===== config.mk =====
export PLATFORM = sky130hd
export DESIGN_NAME = sgs_selector
export DESIGN_NICKNAME = d
export VERILOG_FILES = /design/src/sgs_edge_event.v /design/src/sgs_selector.v
export VERILOG_INCLUDE_DIRS = /design/src /design/src/shared
export SDC_FILE = /design/constraint.sdc
export NUM_CORES = 1
export LEC_CHECK = 0
export ABC_AREA = 1
export BUFFER_PORTS_ARGS = -buffer_cell sky130_fd_sc_hd__buf_2
export CAP_MARGIN = 25
export CORE_UTILIZATION = 40
export DETAILED_ROUTE_END_ITERATION = 10
export HOLD_SLACK_MARGIN = 0.15
export PLACE_DENSITY_LB_ADDON = 0.08
export SLEW_MARGIN = 20
export SYNTH_ARGS = -nofsm -noshare
export SYNTH_HDL_FRONTEND = slang
export SYNTH_SLANG_ARGS = --single-unit
export TNS_END_PERCENT = 100

===== constraint.sdc =====
create_clock -name ref_clk -period 7.7 [get_ports ref_clk]
set_input_delay 0.77 -clock ref_clk [delete_from_list [all_inputs] [get_ports ref_clk]]
set_output_delay 0.77 -clock ref_clk [all_outputs]
set_load 0.02 [all_outputs]

===== src/shared/sgs_map.vh =====
// What this block does
// - One-wire scheme: coil input high gives group one, its fall to low gives group two.
// - Selected group stays active until another group is requested or a held group one request drops.
// - Group two primary: returns to group two when held group one request drops.
// - Every status change of each monitored condition emits a time-stamped event unless overwritten while pending.
// - Per-event filter stores assertion edge, deassertion edge, or both.
// - Request for a group not configured raises failure event, on and off.
// - Forced request for a group not configured raises force-failure event, on and off.
// - Remote or signal-input request rejected by held higher-priority request raises failure event, on and off.
// - Remote change request assertion and release reported as separate events.
// - Local change request assertion and release reported as separate events.
// - Group one highest priority; held request blocks all lower requests.
// - Remote change cannot activate group below one requested by a signal input.
`ifndef SGS_MAP_VH
`define SGS_MAP_VH
`define SGS_NGRP        8
`define SGS_NEVT        40
`define SGS_EVT_ENA     0
`define SGS_EVT_REQ     7
`define SGS_EVT_ACT     15
`define SGS_EVT_REMOTE  23
`define SGS_EVT_LOCAL   24
`define SGS_EVT_FORCE   25
`define SGS_EVT_NOCFG   26
`define SGS_EVT_FFAIL   27
`define SGS_EVT_PRIO    28
`define SGS_EVT_W       6
`define SGS_TS_W        32
`define SGS_ACT_RST     8'h01
`define SGS_USED_RST    8'h01
`define SGS_FLT_ON      2'h1
`define SGS_FLT_OFF     2'h2
`define SGS_FLT_BOTH    2'h3
`endif


===== src/sgs_edge_event.v =====
`timescale 1ns/1ps
`default_nettype none
`include "sgs_map.vh"
module sgs_edge_event
(
    input  wire       ref_clk,
    input  wire       rst_b,
    input  wire       cond,
    input  wire [1:0] filter,
    output reg        evtValid,
    output reg        evtOn
);
    reg condQ;
    // First edge after reset only learns the level, so no false edge
    reg armed_q;
    always @(posedge ref_clk or negedge rst_b)
    begin
        if (!rst_b)
        begin
            condQ    <= 1'b0;
            armed_q  <= 1'b0;
            evtValid <= 1'b0;
            evtOn    <= 1'b0;
        end
        else
        begin
            condQ   <= cond;
            armed_q <= 1'b1;
            evtValid <= armed_q & ((cond & ~condQ & filter[0]) | (~cond & condQ & filter[1]));
            evtOn    <= cond;
        end
    end
endmodule // sgs_edge_event
`default_nettype wire


===== src/sgs_selector.v =====
`timescale 1ns/1ps
`default_nettype none
`include "sgs_map.vh"
module sgs_selector
(
    input  wire                   ref_clk,
    input  wire                   rst_b,
    input  wire [7:0]             groupReq,
    input  wire [7:0]             usedGroups,
    input  wire                   forceEnable,
    input  wire [3:0]             forceGroup,
    input  wire [3:0]             remoteGroup,
    input  wire [3:0]             localGroup,
    input  wire [79:0]            eventFilter,
    output reg  [7:0]             activeGroup,
    output reg                    evtValid,
    output reg  [5:0]             evtId,
    output reg                    evtOn,
    output reg  [31:0]            evtStamp
);
    // ------------------------------------------------------------
    // Input synchronisers
    // ------------------------------------------------------------
    reg [7:0]  reqS1_q, reqS2_q;
    reg        forceS1_q, forceS2_q;
    reg [3:0]  forceGS1_q, forceGS2_q;
    reg [3:0]  remS1_q, remS2_q;
    reg [3:0]  locS1_q, locS2_q;
    reg [7:0]  usedS1_q, usedS2_q;
    reg [7:0]  reqPrev_q;
    reg [3:0]  remPrev_q, locPrev_q, forceGPrev_q;
    reg [31:0] stamp_q;
    reg [7:0]  act_d;
    reg        failNoCfg_q, failForce_q, failPrio_q;
    reg        failNoCfg_d, failForce_d, failPrio_d;
    reg [7:0]  cmdMask;
    reg [7:0]  heldHigh;
    integer    i;

    always @(posedge ref_clk or negedge rst_b)
    begin
        if (!rst_b)
        begin
            reqS1_q <= 8'h00; reqS2_q <= 8'h00;
            forceS1_q <= 1'b0; forceS2_q <= 1'b0;
            forceGS1_q <= 4'h0; forceGS2_q <= 4'h0;
            remS1_q <= 4'h0; remS2_q <= 4'h0;
            locS1_q <= 4'h0; locS2_q <= 4'h0;
            usedS1_q <= `SGS_USED_RST; usedS2_q <= `SGS_USED_RST;
        end
        else
        begin
            reqS1_q <= groupReq;   reqS2_q <= reqS1_q;
            forceS1_q <= forceEnable; forceS2_q <= forceS1_q;
            forceGS1_q <= forceGroup; forceGS2_q <= forceGS1_q;
            remS1_q <= remoteGroup; remS2_q <= remS1_q;
            locS1_q <= localGroup;  locS2_q <= locS1_q;
            usedS1_q <= usedGroups; usedS2_q <= usedS1_q;
        end
    end

    // ------------------------------------------------------------
    // Group resolution
    // ------------------------------------------------------------
    function [7:0] dec;
        input [3:0] g;
        begin
            dec = (g >= 4'h1 && g <= 4'h8) ? (8'h01 << (g - 4'h1)) : 8'h00;
        end
    endfunction

    wire [7:0] reqRise = reqS2_q & ~reqPrev_q;
    wire [7:0] remNew  = (remS2_q != remPrev_q) ? dec(remS2_q) : 8'h00;
    wire [7:0] locNew  = (locS2_q != locPrev_q) ? dec(locS2_q) : 8'h00;
    wire [7:0] frcNew  = (forceGS2_q != forceGPrev_q) ? dec(forceGS2_q) : 8'h00;

    always @*
    begin
        act_d       = activeGroup;
        failNoCfg_d = 1'b0;
        failForce_d = 1'b0;
        failPrio_d  = 1'b0;
        cmdMask     = 8'h00;
        heldHigh    = 8'h00;
        // Mask of groups lower than the highest held request
        for (i = 1; i < 8; i = i + 1)
            heldHigh[i] = heldHigh[i-1] | reqS2_q[i-1];
        if (forceS2_q && frcNew != 8'h00)
        begin
            if ((frcNew & usedS2_q) == 8'h00)
                failForce_d = 1'b1;
            else
                cmdMask = frcNew;
        end
        else if (!forceS2_q && locNew != 8'h00)
            cmdMask = locNew;
        else if (remNew != 8'h00)
        begin
            if ((remNew & heldHigh) != 8'h00)
                failPrio_d = 1'b1;
            else
                cmdMask = remNew;
        end
        if (reqS2_q != 8'h00)
        begin
            cmdMask = reqS2_q & ~heldHigh;
            if ((reqRise & heldHigh) != 8'h00)
                failPrio_d = 1'b1;
        end
        else if (reqPrev_q[0] && usedS2_q[1])
            cmdMask = 8'h02;
        if (cmdMask != 8'h00 && (cmdMask & usedS2_q) == 8'h00)
            failNoCfg_d = 1'b1;
        else if (cmdMask != 8'h00)
            act_d = cmdMask;
    end

    always @(posedge ref_clk or negedge rst_b)
    begin
        if (!rst_b)
        begin
            activeGroup  <= `SGS_ACT_RST;
            reqPrev_q    <= 8'h00;
            remPrev_q    <= 4'h0;
            locPrev_q    <= 4'h0;
            forceGPrev_q <= 4'h0;
            failNoCfg_q  <= 1'b0;
            failForce_q  <= 1'b0;
            failPrio_q   <= 1'b0;
            stamp_q      <= 32'h00000000;
        end
        else
        begin
            activeGroup  <= act_d;
            reqPrev_q    <= reqS2_q;
            remPrev_q    <= remS2_q;
            locPrev_q    <= locS2_q;
            forceGPrev_q <= forceGS2_q;
            failNoCfg_q  <= failNoCfg_d;
            failForce_q  <= failForce_d;
            failPrio_q   <= failPrio_d;
            stamp_q      <= stamp_q + 32'h00000001;
        end
    end

    // ------------------------------------------------------------
    // Event sources
    // ------------------------------------------------------------
    wire [39:0] conds;
    wire [39:0] evV, evO;
    assign conds[6:0]   = usedS2_q[7:1];
    assign conds[14:7]  = reqS2_q;
    assign conds[22:15] = activeGroup;
    assign conds[23] = remS2_q != 4'h0;
    assign conds[24] = locS2_q != 4'h0;
    assign conds[25] = forceS2_q;
    assign conds[26] = failNoCfg_q;
    assign conds[27] = failForce_q;
    assign conds[28] = failPrio_q;
    assign conds[39:29] = 11'h000;

    genvar g;
    generate
        for (g = 0; g < `SGS_NEVT; g = g + 1)
        begin : gEvt
            sgs_edge_event uEdge
            (
                .ref_clk  (ref_clk),
                .rst_b    (rst_b),
                .cond     (conds[g]),
                .filter   (eventFilter[2*g+1:2*g]),
                .evtValid (evV[g]),
                .evtOn    (evO[g])
            );
        end
    endgenerate

    // pending events, lowest index first, time-stamped
    reg  [39:0] pend_q;
    reg  [39:0] pendOn_q;
    wire [39:0] pendAll  = pend_q | evV;
    wire [39:0] grant    = pendAll & (~pendAll + 40'h0000000001);
    // If granted, the older pending edge goes out and a new edge on it waits; otherwise the new edge replaces it
    wire [39:0] pendNext = (pendAll & ~grant) | (evV & pend_q);
    wire [39:0] onNext   = (pendOn_q & ~evV) | (evO & evV);
    reg        selV;
    reg [5:0]  selId;
    reg        selOn;
    integer    j;
    always @*
    begin
        selV  = 1'b0;
        selId = 6'h00;
        selOn = 1'b0;
        for (j = 0; j < `SGS_NEVT; j = j + 1)
            if (grant[j])
            begin
                selV  = 1'b1;
                selId = j[5:0];
                selOn = pend_q[j] ? pendOn_q[j] : evO[j];
            end
    end

    always @(posedge ref_clk or negedge rst_b)
    begin
        if (!rst_b)
        begin
            evtValid <= 1'b0;
            evtId    <= 6'h00;
            evtOn    <= 1'b0;
            evtStamp <= 32'h00000000;
            pend_q   <= 40'h0000000000;
            pendOn_q <= 40'h0000000000;
        end
        else
        begin
            pend_q   <= pendNext;
            pendOn_q <= onNext;
            evtValid <= selV;
            evtId    <= selId;
            evtOn    <= selOn;
            evtStamp <= stamp_q;
        end
    end
endmodule // sgs_selector
`default_nettype wire


==> results.json, run 1 <==
{
  "worstSetupPathType": "reg -> reg",
  "synth_edf_count": 0,
  "cts_root_buf": "clkbuf_16",
  "yosys.area.top_type": "dfrtp_1",
  "synth_nets": 1316,
  "cts_tree": "done",
  "first_pass_iters": 5,
  "drc": 0,
  "routabilityCongestion": 0.854,
  "clock_sinks": 281,
  "synth-simple-area-share": 0.201,
  "dr_total_vias": 8206,
  "muxShareOfSynthArea": 0,
  "clkLatencyLatePin_ns": 0.57,
  "rows": 61,
  "routed_wl_um": 24800,
  "core_area_mm2": 0.0280,
  "r2r_end": "failNoCfg_q$_DFF_PN0_",
  "dp.cells": 1708,
  "holdWs_ns": 0.284,
  "slew_violations": 0,
  "grt_max_degree": 154,
  "initial_core_util": 0.409,
  "arrival_ns": 4.07,
  "grt_pass1_wl_um": 40400,
  "post_drt_wl_per_cell_um": 14.1,
  "drt_iter0_markers": 465,
  "grt_util_all_layers": 0.175,
  "h-tree-depth": 1,
  "crit_required_ns": 8.15,
  "placed_area_mm2": 0.0126,
  "r2r_cells": 20,
  "cts_resized": 0,
  "drtAntennaViolNets": 0,
  "fp.dieH_um": 171,
  "setup_slack_ns": 4.08,
  "r2r_slack_ns": 4.08,
  "netlist_area_mm2": 0.0115,
  "synth_top_family_by_area": "simple AND/OR/NAND/NOR gates",
  "min_path_type": "in -> async",
  "synth-xor-area-share": 0.0290,
  "finalNetCount": 1475,
  "synth_cells": 1204,
  "hold_viol_final": 0,
  "p_total_mw": 3.46,
  "fillers": 2670,
  "status": "finished, final reports clean",
  "finClkSkew_ns": 0.0169,
  "r2r_start": "reqS2_q[1]$_DFF_PN0_",
  "synthAdderAreaFrac": 0.00109,
  "yosys_register_bits": 281,
  "avgSynthCellArea_um2": 9.52,
  "clk_pin_slew_ns": 0.06,
  "rsz0062_at_grt": "false",
  "io_buffer_count": 136,
  "synthFlopType": "dfrtp_1",
  "cts_buffer_depth": 3,
  "multi_input_area_mm2": 0.00373,
  "n_antenna_cell": 0,
  "synth_compound_area_frac": 0.0939,
  "seq_area_mm2": 0.00704,
  "maxSlewHeadroom": 0.350,
  "io_pins": 159,
  "synth_seq_area_share": 0.614,
  "finalSetupTns_ns": 0,
  "ys_types": 40,
  "cts_setup_buffers": 0,
  "hold_buffers": 0,
  "die_x_um": 171,
  "setup_viol": 0,
  "fin_crit_sh": 0.471,
  "synth_top_cell_area_share": 0.607,
  "vias_per_cell": 4.65,
  "pre_cts_ws_ns": 4.14,
  "area_growth_pct": 18.6,
  "numCtsBuffers": 31,
  "final_core_util": 0.485,
  "die_area_mm2": 0.0293,
  "layout-drive-gt1-share": 0.163,
  "async_flop_share": 1.00,
  "antenna_found_initial": 0,
  "worstMarginPinSlew_ns": 0.975,
  "leakagePower_nw": 6.76,
  "place_hpwl_um": 18000,
  "maxCapViolations": 0,
  "stdcell_area_mm2": 0.0136,
  "p_per_area_mw_per_mm2": 255,
  "final_cells": 1763,
  "cp_max_fo": 9,
  "fmax_mhz": 276,
  "grt_pass1_vias": 7965,
  "crit_path_end_kind": "register",
  "synthTopCellsByArea": "dfrtp_1, nand2_1, inv_1, nor2_1, a21oi_1",
  "grt-ovfl-total": 0,
  "timing.final.crit_period_ns": 3.62,
  "ir_drop_uv": 149,
  "start_kind": "register",
  "ys_warn_count": 0
}
[area by class of cell]
class / instances / share of cell area
clock buffers: 47 / 0.0696
clock inverters: 8 / 0.00488
inverters: 164 / 0.0453
multi-input cells: 747 / 0.275
flip-flops and latches: 281 / 0.518
well taps: 378 / 0.0348
repair buffers: 138 / 0.0529
[report_power, final]
group | total [mW] | switching [mW] | leakage, nW | internal (mW)
clock network | 1.44 | 0.594 | 0.493 | 0.845
registers | 1.66 | 0.0758 | 3.49 | 1.58
logic | 0.360 | 0.235 | 2.77 | 0.125
[layout by cell type (no fill, tap or decap), drive strengths merged, types with 3 or more instances in the layout]
cell,synthesis,layout
buf,8,138
a211oi,15,15
nor4,8,8
xnor2,15,15
nand4,17,17
o211ai,12,12
inv,164,166
a21oi,88,88
clkbuf,4,47
nor3,25,25
o21ai,63,63
dfstp,3,3
dfrtp,278,278
o2111ai,3,3
nand3,74,74
nor2,150,150
clkinvlp,0,3
xor2,23,23
clkinv,0,3
nand2,236,236
[per-layer routing]
| layer | vias to the layer above | GRT usage | share of wire |
|---|---|---|---|
| met5 | - | 0 | 0 |
| met4 | 0 | 0.0516 | 0.025 |
| met3 | 39 | 0.0345 | 0.042 |
| met2 | 152 | 0.290 | 0.47 |
| met1 | 3791 | 0.234 | 0.46 |
| li1 | 4224 | - | - |
[kinds of logic (layout without fill, tap and decap cells)]
logic type	count (synthesis)	count (layout)
adder cells (fa/ha/maj)	1	1
AO/OA/AOI/OAI	193	193
AND/OR/NAND/NOR	514	514
buffers and inverters	176	357
XOR/XNOR	38	38
flip-flops	281	281
other	1	1
[synth_stat cells (all sizes together) (4+ instances only)]
cell type / n
nor2: 150
nor3: 25
nand4: 17
xnor2: 15
buf: 8
nand3: 74
xor2: 23
inv: 164
clkbuf: 4
dfrtp: 278
a21oi: 88
a211oi: 15
o21ai: 63
o211ai: 12
nand2: 236
nor4: 8
[worst max path at each step]
stage / to / from / cells after the start / slack (ns)
after floorplan: pend_q[36]$_DFF_PN0_ / pend_q[0]$_DFF_PN0_ / 24 / 4.74
after global placement: failNoCfg_q$_DFF_PN0_ / reqS2_q[1]$_DFF_PN0_ / 20 / 4.16
after detailed placement: failNoCfg_q$_DFF_PN0_ / reqS2_q[1]$_DFF_PN0_ / 20 / 4.14
after CTS: failNoCfg_q$_DFF_PN0_ / reqS2_q[1]$_DFF_PN0_ / 20 / 4.13
after global routing: failNoCfg_q$_DFF_PN0_ / reqS2_q[1]$_DFF_PN0_ / 20 / 3.61
final: failNoCfg_q$_DFF_PN0_ / reqS2_q[1]$_DFF_PN0_ / 20 / 4.08
[critical path: stages, from the launching register on]
cell and delay (ns):
dfrtp_1 0.45, nor2_1 0.11, inv_1 0.09, nor2_1 0.18, inv_1 0.09, nor2_1 0.09
inv_1 0.10, nor2_1 0.17, nand2_1 0.15, nor2_1 0.23, a31oi_1 0.07, nor3_1 0.43
inv_1 0.15, o31ai_1 0.29, o211ai_1 0.14, o21ai_0 0.13, nand2_1 0.17, nand2_1 0.09
nor2_1 0.13, nand2_1 0.16, nor2_1 0.08
Note: power is estimated with default switching activity, not from simulation.
==> inputs of run 2 (changes only) <==
- clock period: 7.7 -> 3.35 ns (I/O delays scaled with it)
==> results.json, run 2 (synthesis results as in run 1) <==
{
  "h-tree-depth": 1,
  "seq_power_share": 0.463,
  "rsz0062_at_grt": "true",
  "numCtsBuffers": 31,
  "core_area_mm2": 0.0280,
  "drtAntennaViolNets": 0,
  "r2r_cells": 24,
  "clkLatencyLatePin_ns": 0.57,
  "grt-ovfl-total": 0,
  "dp.cells": 1753,
  "pwr-share-comb": 0.121,
  "critPathSlowestCell": "dfrtp_1",
  "power_frac_clock": 0.416,
  "finClkSkew_ns": 0.0115,
  "die_x_um": 171,
  "rows": 61,
  "holdWs_ns": 0.342,
  "routed_wl_um": 26400,
  "place_hpwl_um": 18700,
  "dr_total_vias": 8825,
  "p_int_mw": 6.10,
  "maxCapViolations": 0,
  "io_buffer_count": 136,
  "n_antenna_cell": 0,
  "clock_sinks": 281,
  "die_area_mm2": 0.0293,
  "layout-drive-gt1-share": 0.203,
  "timing.final.crit_period_ns": 3.23,
  "grt_pass1_vias": 8749,
  "worstMarginPinSlew_ns": 0.728,
  "maxSlewHeadroom": 0.514,
  "final_cells": 1912,
  "min_path_type": "in -> async",
  "post_drt_wl_per_cell_um": 13.8,
  "antenna_found_initial": 0,
  "status": "finished, final reports clean",
  "cp_num_buf_inv": 2,
  "crit_cells": 24,
  "p_per_area_mw_per_mm2": 544,
  "cts_buffer_depth": 3,
  "clk_pin_slew_ns": 0.06,
  "cts_tree": "done",
  "hold_viol_final": 0,
  "mostFrequentLayoutCell": "dfrtp_1",
  "drc": 0,
  "multi_input_area_mm2": 0.00388,
  "setup_slack_ns": 0.120,
  "pre_cts_ws_ns": 0.0581,
  "leakagePower_nw": 7.58,
  "seq_area_mm2": 0.00704,
  "mostFrequentLayoutCells": "dfrtp_1, nand2_1, inv_1",
  "critPathMaxStageDelay_ns": 0.43,
  "fillers": 2513,
  "drt_iter0_markers": 456,
  "slew_violations": 0,
  "cp_max_fo": 5,
  "final_core_util": 0.540,
  "stdcell_area_mm2": 0.0151,
  "cts_root_buf": "clkbuf_16",
  "worstSetupPathType": "reg -> reg",
  "area_growth_pct": 32.1,
  "crit_family": "simple AND/OR/NAND/NOR gates",
  "grt_pass1_wl_um": 43000,
  "arrival_ns": 3.69,
  "r2r_slack_ns": 0.12,
  "setup_viol": 0,
  "crit_required_ns": 3.81,
  "routabilityCongestion": 0.846,
  "ir_drop_uv": 397,
  "vias_per_cell": 4.62,
  "io_pins": 159,
  "fp.dieH_um": 171,
  "switchingPower_mw": 2.14,
  "fin_crit_sh": 0.964,
  "grt_util_all_layers": 0.186,
  "initial_core_util": 0.409,
  "placed_area_mm2": 0.0130,
  "worstPathCellList": "nor2_4 -> nand2_2 -> nor2_4 -> nand2_2 -> nor2_4 -> nand2_4 -> nor2_4 -> nand2_2 -> nor2_4 -> nand2_2 -> nor2_4 -> nand2_2 -> nor3_4 -> nand2_2 -> nor3_4 -> nand2_2 -> inv_2 -> nand2_4 -> nor2_4 -> nand4_4 -> nor2_4 -> nand2_2 -> o21ai_2 -> inv_1",
  "start_kind": "register",
  "first_pass_iters": 5,
  "grt_max_degree": 76,
  "fmax_mhz": 310,
  "crit_path_end_kind": "register",
  "finalNetCount": 1622,
  "swShare": 0.260
}
## run 2: timing repair
action	in CTS	in global routing
gates resized for setup	0	49
hold buffers	88	0
setup endpoints to repair	0	31
setup buffers	0	14
endpoints found under the hold margin	129	0
## run 2: layer usage
metal  GRT usage  share of wire  vias up
met5           0              0        -
met4      0.0695          0.035        0
met3      0.0288          0.034       55
met2       0.316           0.47      141
met1       0.240           0.46     4110
li1            -              -     4519
## run 2: layout make-up
type,instances,area share
clock inverter,12,0.0103
sequential,281,0.465
tap,378,0.0313
inverter,164,0.0407
multi-input combinational,747,0.257
clock buffer,45,0.0580
timing repair buffer,285,0.138
## run 2: worst reg2reg max path: cells and delay by family (launching register included)
| kind | cells | cell delay [ns] |
|---|---|---|
| flip-flops | 1 | 0.43 |
| buffers and inverters | 2 | 0.15 |
| AND/OR/NAND/NOR | 21 | 2.45 |
| AO/OA/AOI/OAI | 1 | 0.10 |
## run 2: final timing paths
path	start	end
worst max-delay path	pend_q[3]$_DFF_PN0_	pend_q[36]$_DFF_PN0_
worst min-delay path	rst_b	async pin
worst max register to register	pend_q[3]$_DFF_PN0_	pend_q[36]$_DFF_PN0_
worst min register to register	forceGS1_q[1]$_DFF_PN0_	forceGS2_q[1]$_DFF_PN0_
max in group asynchronous	rst_b	usedS2_q[0]$_DFF_PN1_
min in group ref_clk	forceGS1_q[1]$_DFF_PN0_	forceGS2_q[1]$_DFF_PN0_
## run 2: stage by stage
| stage | power [mW] | setup TNS (ns) |
|---|---|---|
| after CTS | 8.31 | 0 |
| after global placement | 4.75 | 0 |
| after global routing | 8.63 | -1.61 |
| after detailed placement | 4.77 | 0 |
| after floorplan | 4.39 | 0 |
| final | 8.24 | 0 |
## run 2: power by group through the flow
stage / clock network [mW] / registers, mW / logic [mW]
floorplan: 0 / 3.86 / 0.527
global placement: 0 / 3.87 / 0.885
detailed placement: 0 / 3.87 / 0.898
CTS: 3.52 / 3.81 / 0.980
global route: 3.64 / 3.85 / 1.14
finish: 3.43 / 3.81 / 0.997
